==> src/hw/mdt_pkg.sv <==
/*
   package for the maintenance display-transfer sequencer: register map,
   word layouts, command and mode codes, state set, partner-side carriers.
   assumes: AXI4-Lite with 32-bit data, one clock shared with the partner.
*/
package mdt_pkg;
   localparam int DATA_W    = 32;
   localparam int ADDR_W    = 8;
   localparam int VP_W      = 3;
   localparam int REG_TYPES = 9;
   localparam int DONE_W    = 16;

   // byte offsets of the register words
   localparam logic [ADDR_W-1:0] OFS_CTRL    = 8'h00;
   localparam logic [ADDR_W-1:0] OFS_STATUS  = 8'h04;
   localparam logic [ADDR_W-1:0] OFS_SWITCH  = 8'h08;
   localparam logic [ADDR_W-1:0] OFS_DISPLAY = 8'h0C;
   localparam logic [ADDR_W-1:0] OFS_DONE    = 8'h10;

   localparam logic [1:0] RESP_OKAY   = 2'h0;
   localparam logic [1:0] RESP_SLVERR = 2'h2;

   localparam logic [3:0] CMD_NOP       = 4'h0;
   localparam logic [3:0] CMD_SR_TO_DR  = 4'h1;
   localparam logic [3:0] CMD_REG_TO_DR = 4'h2;
   localparam logic [3:0] CMD_MEM_TO_DR = 4'h3;

   localparam logic [1:0] MODE_MANUAL = 2'h0;
   localparam logic [1:0] MODE_SEMI   = 2'h1;
   localparam logic [1:0] MODE_AUTO   = 2'h2;

   // register field selectors
   localparam logic [3:0] RSEL_PC        = 4'h0;
   localparam logic [3:0] RSEL_NEXT_INSN = 4'h1;
   localparam logic [3:0] RSEL_CUR_INSN  = 4'h2;
   localparam logic [3:0] RSEL_BUF_ADDR  = 4'h3;
   localparam logic [3:0] RSEL_BUF_DATA  = 4'h4;
   localparam logic [3:0] RSEL_VP_REG    = 4'h5;
   localparam logic [3:0] RSEL_COMM_FILE = 4'h6;
   localparam logic [3:0] RSEL_BUF_CTL   = 4'h7;
   localparam logic [3:0] RSEL_MICRO     = 4'h8;

   // controller state numbers as seen by software
   localparam logic [2:0] SCODE_IDLE  = 3'h0;
   localparam logic [2:0] SCODE_WAIT  = 3'h4;
   localparam logic [2:0] SCODE_READ  = 3'h5;
   localparam logic [2:0] SCODE_XFER  = 3'h6;
   localparam logic [2:0] SCODE_FINAL = 3'h7;

   // clocks spent in a transfer state before its actions
   localparam logic [1:0] DWELL_MANUAL = 2'h1;
   localparam logic [1:0] DWELL_AUTO   = 2'h2;

   typedef enum logic [2:0] {
      MDT_IDLE,
      MDT_WAIT,
      MDT_XFER,
      MDT_READ,
      MDT_FINAL
   } mdt_state_type;

   typedef struct packed {
      logic [17:0]     rsvd_hi;
      logic [1:0]      mode;
      logic            rsvd_mid;
      logic [VP_W-1:0] vp;
      logic [3:0]      reg_sel;
      logic [3:0]      cmd;
   } mdt_ctrl_type;

   typedef struct packed {
      logic [25:0] rsvd;
      logic        vp_match;
      logic [2:0]  state_code;
      logic        illegal;
      logic        busy;
   } mdt_status_type;

   typedef struct packed {
      logic [VP_W-1:0]   upcoming_vp;
      logic              buffer_avail_for_vp;
      logic [DATA_W-1:0] memory_data_bus;
   } mdt_vp_in_type;

   typedef struct packed {
      logic                 slot_reserve_flag;
      logic                 display_source_select;
      logic                 display_load_gate;
      logic                 bbus_source_select;
      logic                 bbus_to_buf_addr_enable;
      logic                 buf_data_to_membus_enable;
      logic                 mem_read_req;
      logic [REG_TYPES-1:0] reg_to_membus_enable;
      logic [VP_W-1:0]      target_vp;
      logic [DATA_W-1:0]    arith_b_bus;
   } mdt_vp_out_type;
endpackage

==> src/hw/mdt_display_seq.sv <==
/*
   maintenance display-transfer sequencer with its AXI4-Lite register
   slave: runs the switch-to-display, register-to-display and
   memory-to-display commands against the partner's time-slot logic.
   assumes: partner logic runs on aclk, upcoming_vp names the VP current
   two clocks later, memory_data_bus is driven while an enable is high.

*/
// Added by the designer: the AXI4-Lite interface to the registers and the address map.
module mdt_display_seq (
   // clock and reset
   input  wire logic                          aclk,
   input  wire logic                          aresetn,
   // axi4-lite write address
   input  wire logic                          s_axi_awvalid,
   output logic                               s_axi_awready,
   input  wire logic [mdt_pkg::ADDR_W-1:0]    s_axi_awaddr,
   // axi4-lite write data
   input  wire logic                          s_axi_wvalid,
   output logic                               s_axi_wready,
   input  wire logic [mdt_pkg::DATA_W-1:0]    s_axi_wdata,
   input  wire logic [mdt_pkg::DATA_W/8-1:0]  s_axi_wstrb,
   // axi4-lite write response
   output logic                               s_axi_bvalid,
   input  wire logic                          s_axi_bready,
   output logic [1:0]                         s_axi_bresp,
   // axi4-lite read address
   input  wire logic                          s_axi_arvalid,
   output logic                               s_axi_arready,
   input  wire logic [mdt_pkg::ADDR_W-1:0]    s_axi_araddr,
   // axi4-lite read data
   output logic                               s_axi_rvalid,
   input  wire logic                          s_axi_rready,
   output logic [mdt_pkg::DATA_W-1:0]         s_axi_rdata,
   output logic [1:0]                         s_axi_rresp,
   // time-slot control and buffer side
   input  wire mdt_pkg::mdt_vp_in_type        vp_in,
   output mdt_pkg::mdt_vp_out_type            vp_out
);
   import mdt_pkg::*;

   typedef struct packed {
      mdt_state_type           st;
      logic                    entered;
      mdt_ctrl_type            ctrl;
      logic                    busy;
      logic                    illegal;
      logic [DATA_W-1:0]       sw;
      logic [DATA_W-1:0]       disp;
      logic [DONE_W-1:0]       done_cnt;
      mdt_vp_out_type          out;
      logic                    aw_have;
      logic [ADDR_W-1:0]       aw_addr;
      logic                    w_have;
      logic [DATA_W-1:0]       w_data;
      logic [DATA_W/8-1:0]     w_strb;
      logic                    bvalid;
      logic [1:0]              bresp;
      logic                    rvalid;
      logic [DATA_W-1:0]       rdata;
      logic [1:0]              rresp;
   } mdt_core_type;

   mdt_core_type   q;
   mdt_core_type   d;
   mdt_ctrl_type   nw_ctrl;
   mdt_status_type stat;
   logic           auto_mode;
   logic           vp_field_match;
   logic           illegal_cmd_detect;
   logic           go_ok;
   logic           fire;
   logic           finish;
   logic           reserve;

   function automatic logic [DATA_W-1:0] merge(input logic [DATA_W-1:0]   old,
                                               input logic [DATA_W-1:0]   nw,
                                               input logic [DATA_W/8-1:0] strb);
      merge = old;
      for (int i = 0; i < DATA_W/8; i++) begin
         if (strb[i]) begin
            merge[8*i +: 8] = nw[8*i +: 8];
         end
      end
   endfunction

   function automatic logic [2:0] state_code(input mdt_state_type st);
      case (st)
         MDT_WAIT:  state_code = SCODE_WAIT;
         MDT_XFER:  state_code = SCODE_XFER;
         MDT_READ:  state_code = SCODE_READ;
         MDT_FINAL: state_code = SCODE_FINAL;
         default:   state_code = SCODE_IDLE;
      endcase
   endfunction

   function automatic logic [REG_TYPES-1:0] reg_onehot(input logic [3:0] sel);
      reg_onehot = '0;
      if (sel <= RSEL_MICRO) begin
         reg_onehot[sel] = 1'b1;
      end
   endfunction

   function automatic logic cmd_known(input logic [3:0] cmd);
      cmd_known = (cmd == CMD_SR_TO_DR) || (cmd == CMD_REG_TO_DR)
               || (cmd == CMD_MEM_TO_DR);
   endfunction

   mdt_dwell_timer u_dwell (
      .aclk      (aclk),
      .aresetn   (aresetn),
      .restart   (q.entered),
      .auto_mode (auto_mode),
      .fire      (fire)
   );

   // partner conditions, all on aclk
   always_comb begin
      auto_mode = q.ctrl.mode == MODE_AUTO;
      // upcoming_vp already names the VP two slots ahead
      vp_field_match = vp_in.upcoming_vp == q.ctrl.vp;
      illegal_cmd_detect = (q.ctrl.cmd == CMD_REG_TO_DR)
                        && ((auto_mode && q.ctrl.reg_sel == RSEL_MICRO)
                        || (q.ctrl.reg_sel > RSEL_MICRO));
      // memory read also needs the buffer free for that VP
      go_ok = !auto_mode || (vp_field_match
           && (q.ctrl.cmd != CMD_MEM_TO_DR || vp_in.buffer_avail_for_vp));
      stat = '0;
      stat.busy = q.busy;
      stat.illegal = q.illegal;
      stat.state_code = state_code(q.st);
      stat.vp_match = vp_field_match;
   end

   always_comb begin
      d = q;
      finish = 1'b0;
      reserve = 1'b0;
      nw_ctrl = merge(q.ctrl, q.w_data, q.w_strb);
      nw_ctrl.rsvd_hi = '0;
      nw_ctrl.rsvd_mid = 1'b0;

      // pulses last one cycle; data outputs follow their sources
      d.out = '0;
      d.out.target_vp = q.ctrl.vp;
      d.out.arith_b_bus = q.sw;

      // display captures while the load gate is out
      if (q.out.display_load_gate) begin
         d.disp = q.out.display_source_select ? q.sw : vp_in.memory_data_bus;
      end

      // write channels are taken independently, in either order
      if (s_axi_awvalid && s_axi_awready) begin
         d.aw_have = 1'b1;
         d.aw_addr = s_axi_awaddr;
      end
      if (s_axi_wvalid && s_axi_wready) begin
         d.w_have = 1'b1;
         d.w_data = s_axi_wdata;
         d.w_strb = s_axi_wstrb;
      end
      if (q.bvalid && s_axi_bready) begin
         d.bvalid = 1'b0;
      end
      if (q.aw_have && q.w_have) begin
         d.aw_have = 1'b0;
         d.w_have = 1'b0;
         d.bvalid = 1'b1;
         d.bresp = RESP_OKAY;
         if (q.aw_addr == OFS_CTRL) begin
            // fields are locked while a command is under way
            if (q.st == MDT_IDLE && q.ctrl.cmd == CMD_NOP) begin
               d.ctrl.mode = nw_ctrl.mode;
               d.ctrl.vp = nw_ctrl.vp;
               d.ctrl.reg_sel = nw_ctrl.reg_sel;
               if (cmd_known(nw_ctrl.cmd)) begin
                  d.ctrl.cmd = nw_ctrl.cmd;
               end
            end else if (q.st == MDT_FINAL && q.illegal
                         && nw_ctrl.cmd == CMD_NOP) begin
               d.ctrl.cmd = CMD_NOP;
            end
         end else if (q.aw_addr == OFS_SWITCH) begin
            d.sw = merge(q.sw, q.w_data, q.w_strb);
         end else if (q.aw_addr == OFS_DONE) begin
            d.done_cnt = '0;
         end else if (q.aw_addr != OFS_STATUS && q.aw_addr != OFS_DISPLAY) begin
            d.bresp = RESP_SLVERR;
         end
      end

      // read channel
      if (q.rvalid && s_axi_rready) begin
         d.rvalid = 1'b0;
      end
      if (s_axi_arvalid && s_axi_arready) begin
         d.rvalid = 1'b1;
         d.rresp = RESP_OKAY;
         d.rdata = '0;
         if (s_axi_araddr == OFS_CTRL) begin
            d.rdata = q.ctrl;
         end else if (s_axi_araddr == OFS_STATUS) begin
            d.rdata = stat;
         end else if (s_axi_araddr == OFS_SWITCH) begin
            d.rdata = q.sw;
         end else if (s_axi_araddr == OFS_DISPLAY) begin
            d.rdata = q.disp;
         end else if (s_axi_araddr == OFS_DONE) begin
            d.rdata[DONE_W-1:0] = q.done_cnt;
         end else begin
            d.rresp = RESP_SLVERR;
         end
      end

      // sequencer
      case (q.st)
         MDT_IDLE: begin
            // waits here until a nonzero command arrives
            if (q.ctrl.cmd != CMD_NOP) begin
               d.busy = 1'b1;
               if (illegal_cmd_detect) begin
                  d.illegal = 1'b1;
                  d.st = MDT_FINAL;
               end else if (go_ok) begin
                  reserve = 1'b1;
                  d.st = MDT_XFER;
               end else begin
                  d.st = MDT_WAIT;
               end
            end
         end
         MDT_WAIT: begin
            if (go_ok) begin
               reserve = 1'b1;
               d.st = MDT_XFER;
            end
         end
         MDT_XFER: begin
            if (fire) begin
               if (q.ctrl.cmd == CMD_SR_TO_DR) begin
                  d.out.display_source_select = 1'b1;
                  d.out.display_load_gate = 1'b1;
                  finish = 1'b1;
               end else if (q.ctrl.cmd == CMD_REG_TO_DR) begin
                  d.out.reg_to_membus_enable = reg_onehot(q.ctrl.reg_sel);
                  d.out.display_source_select = 1'b0;
                  d.out.display_load_gate = 1'b1;
                  finish = 1'b1;
               end else begin
                  d.out.bbus_source_select = 1'b1;
                  d.out.bbus_to_buf_addr_enable = 1'b1;
                  d.out.mem_read_req = 1'b1;
                  d.st = MDT_READ;
               end
            end
         end
         MDT_READ: begin
            // in auto mode a free buffer means the read has finished
            if (go_ok) begin
               reserve = 1'b1;
               d.st = MDT_FINAL;
            end
         end
         MDT_FINAL: begin
            if (q.illegal) begin
               if (q.ctrl.cmd == CMD_NOP) begin
                  d.illegal = 1'b0;
                  finish = 1'b1;
               end
            end else if (fire) begin
               d.out.buf_data_to_membus_enable = 1'b1;
               d.out.display_source_select = 1'b0;
               d.out.display_load_gate = 1'b1;
               finish = 1'b1;
            end
         end
         default: begin
            d.st = MDT_IDLE;
         end
      endcase

      d.out.slot_reserve_flag = reserve;
      if (finish) begin
         d.busy = 1'b0;
         d.ctrl.cmd = CMD_NOP;
         d.st = MDT_IDLE;
         // completion wins over a clearing write in the same cycle
         d.done_cnt = q.done_cnt + 1'b1;
      end
      d.entered = d.st != q.st;
   end

   always_ff @(posedge aclk) begin
      if (!aresetn) begin
         q <= '0;
      end else begin
         q <= d;
      end
   end

   // handshakes
   assign s_axi_awready = !q.aw_have && !q.bvalid;
   assign s_axi_wready  = !q.w_have && !q.bvalid;
   assign s_axi_arready = !q.rvalid;
   // data from flops
   assign s_axi_bvalid  = q.bvalid;
   assign s_axi_bresp   = q.bresp;
   assign s_axi_rvalid  = q.rvalid;
   assign s_axi_rdata   = q.rdata;
   assign s_axi_rresp   = q.rresp;
   assign vp_out        = q.out;
endmodule

==> src/hw/mdt_dwell_timer.sv <==
/*
   dwell timer: tells the sequencer when a transfer state has been held
   long enough for its actions (one clock manual/semi, two clocks auto).
   assumes: restart is high exactly in the first cycle of a new state.
*/
module mdt_dwell_timer (
   // clock and reset
   input  wire logic aclk,
   input  wire logic aresetn,
   // control
   input  wire logic restart,
   input  wire logic auto_mode,
   // result
   output logic      fire
);
   import mdt_pkg::*;

   typedef struct packed {
      logic [1:0] cnt;
   } mdt_dwell_type;

   mdt_dwell_type q;
   mdt_dwell_type d;
   logic [1:0]    elapsed;
   logic [1:0]    need;

   always_comb begin
      d = q;
      need = auto_mode ? DWELL_AUTO : DWELL_MANUAL;
      elapsed = restart ? '0 : q.cnt;
      // saturate so a late mode change cannot stall the state
      if (elapsed != '1) begin
         d.cnt = elapsed + 2'h1;
      end
      fire = elapsed >= (need - 2'h1);
   end

   always_ff @(posedge aclk) begin
      if (!aresetn) begin
         q <= '0;
      end else begin
         q <= d;
      end
   end
endmodule

==> config.mk <==
export PLATFORM = sky130hd
export DESIGN_NAME = mdt_display_seq
export DESIGN_NICKNAME = d
export VERILOG_FILES = /design/src/hw/mdt_pkg.sv /design/src/hw/mdt_display_seq.sv /design/src/hw/mdt_dwell_timer.sv
export SDC_FILE = /design/constraint.sdc
export NUM_CORES = 1
export LEC_CHECK = 0
export BUFFER_PORTS_ARGS = -buffer_cell sky130_fd_sc_hd__buf_4
export CAP_MARGIN = 0
export CORE_MARGIN = 3
export CORE_UTILIZATION = 56
export DETAILED_ROUTE_END_ITERATION = 6
export PLACE_DENSITY = 0.8
export SYNTH_ARGS = -nofsm -noshare
export SYNTH_HDL_FRONTEND = slang
export SYNTH_SLANG_ARGS = --single-unit
==> constraint.sdc <==
create_clock -name aclk -period 3 [get_ports aclk]
set_clock_uncertainty 0.15 [all_clocks]
set_input_delay 0.3 -clock aclk [delete_from_list [all_inputs] [get_ports aclk]]
set_output_delay 0.3 -clock aclk [all_outputs]
set_load 0.05 [all_outputs]
==> impl_metrics.toml <==
[outcome]
status = "finished, final reports clean"

[hold_path]
min_path_cells = 3
holdCritStartpoint = "s_axi_araddr[3]"
min_path_type = "input pin to flip-flop"
hold_path_end = "s_axi_rdata[10]$_SDFFE_PN0P_"

[synth]
syn_avg_cell_area_um2 = 8.45
synthArstFlopShare_pct = 0
synthMuxAreaShare_pct = 4.51
ys_seq_area_share_pct = 46.5
synth_ff_type = "dfxtp_1"
synth-edff-count = 0
yosys-top-cells-area = "dfxtp_1 46%, nand2_1 7.9%, buf_4 6.7%, a21oi_1 5.7%, mux2i_1 4.5%"
synth_cells = 1182
synthSimpleGateAreaFrac_pct = 21.6
yosysTopAreaCellShare_pct = 46.5
ys_ff_latch = 232
synth_top_family_by_area = "simple AND/OR/NAND/NOR gates"
synth_compound_area_share_pct = 16.8
synth_most_common_cell = "dfxtp_1"
synth-warning-count = 0
synth_fa_ha_area_share_pct = 0.376
netlist_area_um2 = 9990
yosysTopAreaCell = "dfxtp_1"
ys_top_cells_by_count = "232 x dfxtp_1, 210 x nand2_1, 113 x a21oi_1, 89 x buf_4, 77 x nor2_1"
synthXorXnorAreaFrac_pct = 0.351
yosysUniqueCellTypes = 60

[cells_and_area]
drive_above_1_share_pct = 19.1
final_nets = 1424
multiInputGateArea_um2 = 4360
final-seq-area_um2 = 4650
n_fill_cell = 1295
syn_to_final_growth_pct = 24.6
diodes = 0

[route]
drt_iter0_drc = 893
finalWirelength_mm = 27.5
vias_per_cell = 5.71
drc = 0
wl_per_cell_um = 17.6
ant_nets = 0
vias = 8959
first_pass_iters = 6

[place]
io_buffers = 184
gp_congestion = 0.914
hpwl_mm = 17.7

[power]
peakVddDrop_v = 0.000453
finalPower_mw = 6.79
powerDensity_nw_per_um2 = 545
p_leak_nw = 4.78

[clock_tree]
clk_pin_slew_ps = 60
cts_tree = "yes"
htreeDepth = 1
cts.sinks = 232
clock_latency_ps = 520
clockRootBuffer = "clkbuf_16"
cts_max_path_buffers = 3
cts_setup_buffers = 0
numCtsBuffers = 24

[worst_setup_path]
end_kind = "flip-flop"
ff2ff_path_depth = 8
path_depth = 8
slowest_delay_ps = 360
r2r_slack_ps = 470
crit_type = "flip-flop to flip-flop"
crit_family = "compound AO/OA/AOI/OAI gates"
cp_data_required_time_ps = 3260
start_kind = "flip-flop"
worst-path-buf-inv = 1
r2r-end = "q[135]$_SDFFE_PN0P_"
critPathMaxFanout = 19
cpMaxStageDelayCell = "dfxtp_1"
rr_startpoint = "q[230]$_SDFFE_PN0P_"
cp_data_arrival_time_ps = 2790
worstPathCellList = "nor2b_1, ha_1, nand2b_1, o31a_1, a2bb2oi_2, buf_4, nand2_1, a211oi_1"

[global_routing]
busiest_layer = "met2"
grtUsageMet3_pct = 4.85
antenna_found_initial = 0
grt_pass1_vias = 8636
grt.overflow.total = 0
grt.total_usage_pct = 27.3
grt_max_degree = 138
grtUsageMet2_pct = 45.0
grt_pass1_wl_mm = 44.4
gr-usage-met1_pct = 36.8

[timing]
worstMarginPinSlew_ps = 1080
maxSlewViolCount = 0
rsz0062_at_grt = "false"
relSlewSlack_pct = 28.1
min_period_ps = 2530
post-route-period-util_pct = 84.2
finalHoldViolations = 0
fmax_mhz = 396
setup_tns_ps = 0
setup_viol = 0

[floorplan]
ios = 187
die_area_um2 = 19500
die_w_um = 140
core_area_um2 = 17400
start_util_pct = 57.6
die_h_um = 140
std_cell_rows = 48

[flow_run]
drv_cap = 0
-- worst register-to-register path: stages, from the launching register on --
cell       delay (ps)
dfxtp_1           360
nor2b_1           350
ha_1              300
nand2b_1          180
o31a_1            300
a2bb2oi_2         140
buf_4             230
nand2_1           130
a211oi_1          280
-- worst max path at each step --
stage | start | endpoint
2_1_floorplan | s_axi_bvalid$_SDFFE_PN0P_ | q[71]$_SDFFE_PN0P_
3_3_place_gp | q[230]$_SDFFE_PN0P_ | q[251]$_SDFF_PN0_
3_5_place_dp | q[230]$_SDFFE_PN0P_ | q[251]$_SDFF_PN0_
4_1_cts | q[230]$_SDFFE_PN0P_ | q[135]$_SDFFE_PN0P_
5_1_grt | q[230]$_SDFFE_PN0P_ | q[135]$_SDFFE_PN0P_
6_report | q[230]$_SDFFE_PN0P_ | q[135]$_SDFFE_PN0P_
-- state kept, by name, summed over array words and instances (netlist names) --
signal / flops
d: 35
s_axi_rresp: 1
vp_out: 49
s_axi_bvalid: 1
s_axi_bresp: 1
s_axi_rvalid: 1
q: 110
s_axi_rdata: 32
u_dwell.q: 2
-- power by group --
group	total, mW	switching, mW	internal [mW]
Sequential	3.18	0.0433	3.14
Clock	3.04	1.21	1.83
Combinational	0.572	0.316	0.256
-- logic make-up after synthesis --
group	after synthesis
buffers and inverters	169
AND/OR/NAND/NOR	453
flip-flops	232
XOR/XNOR	4
multiplexers	45
AO/OA/AOI/OAI	275
other	1
adder cells (fa/ha/maj)	3
-- layout by cell type, fill, tap and decap left out, types with 4 or more instances in the layout --
cell,netlist,final
and2_1,45,45
nand2_1,210,210
clkbuf_8,0,11
nand3_1,28,28
nor3_1,15,15
or3b_2,6,6
a22oi_1,23,23
a21oi_1,113,113
nand4_1,12,12
o211ai_1,4,4
or3_1,10,10
o21ai_1,10,10
buf_4,89,196
a31oi_1,16,16
dfxtp_1,232,230
nor4_1,5,5
mux2i_1,45,45
clkbuf_16,0,24
nor2_1,77,76
dlygate4sd3_1,0,81
nand2b_1,11,11
a211oi_1,40,40
o21ai_0,39,39
inv_1,8,7
nor2b_1,5,5
nor3b_1,5,5
and3_1,8,8
o31ai_1,4,4
-- final cells by class --
class	count	area share (%)
Inverter	8	0.261
Timing Repair Buffer	278	18.5
Sequential cell	232	37.3
Multi-Input combinational cell	782	35.0
Clock inverter	5	0.522
Clock buffer	38	6.13
Tap cell	225	2.26
-- routing by layer --
layer / vias to the layer above / routed length [µm]
met2: 373 / 12800
met4: 0 / 856
met5: - / 0
li1: 4295 / -
met3: 69 / 2090
met1: 4222 / 11800
-- stage by stage --
stage,setup WS (ps),utilization (%),hold slack (ps),cell area [µm²],instances
5_1_grt,209,71.8,44.7,12500,1568
6_report,474,71.8,47.7,12500,1568
2_1_floorplan,586,-,249,10000,1183
4_1_cts,504,71.8,19.1,12500,1568
3_3_place_gp,658,62.3,286,10800,1444
3_5_place_dp,552,62.3,293,10800,1444
-- repair_timing --
action / CTS / global route
hold buffers: 81 / 0
resized for setup: 0 / 0
endpoints found under the hold margin: 79 / 0
setup endpoints to repair: 0 / 0
No activity file was read; power rests on OpenSTA's default activity.
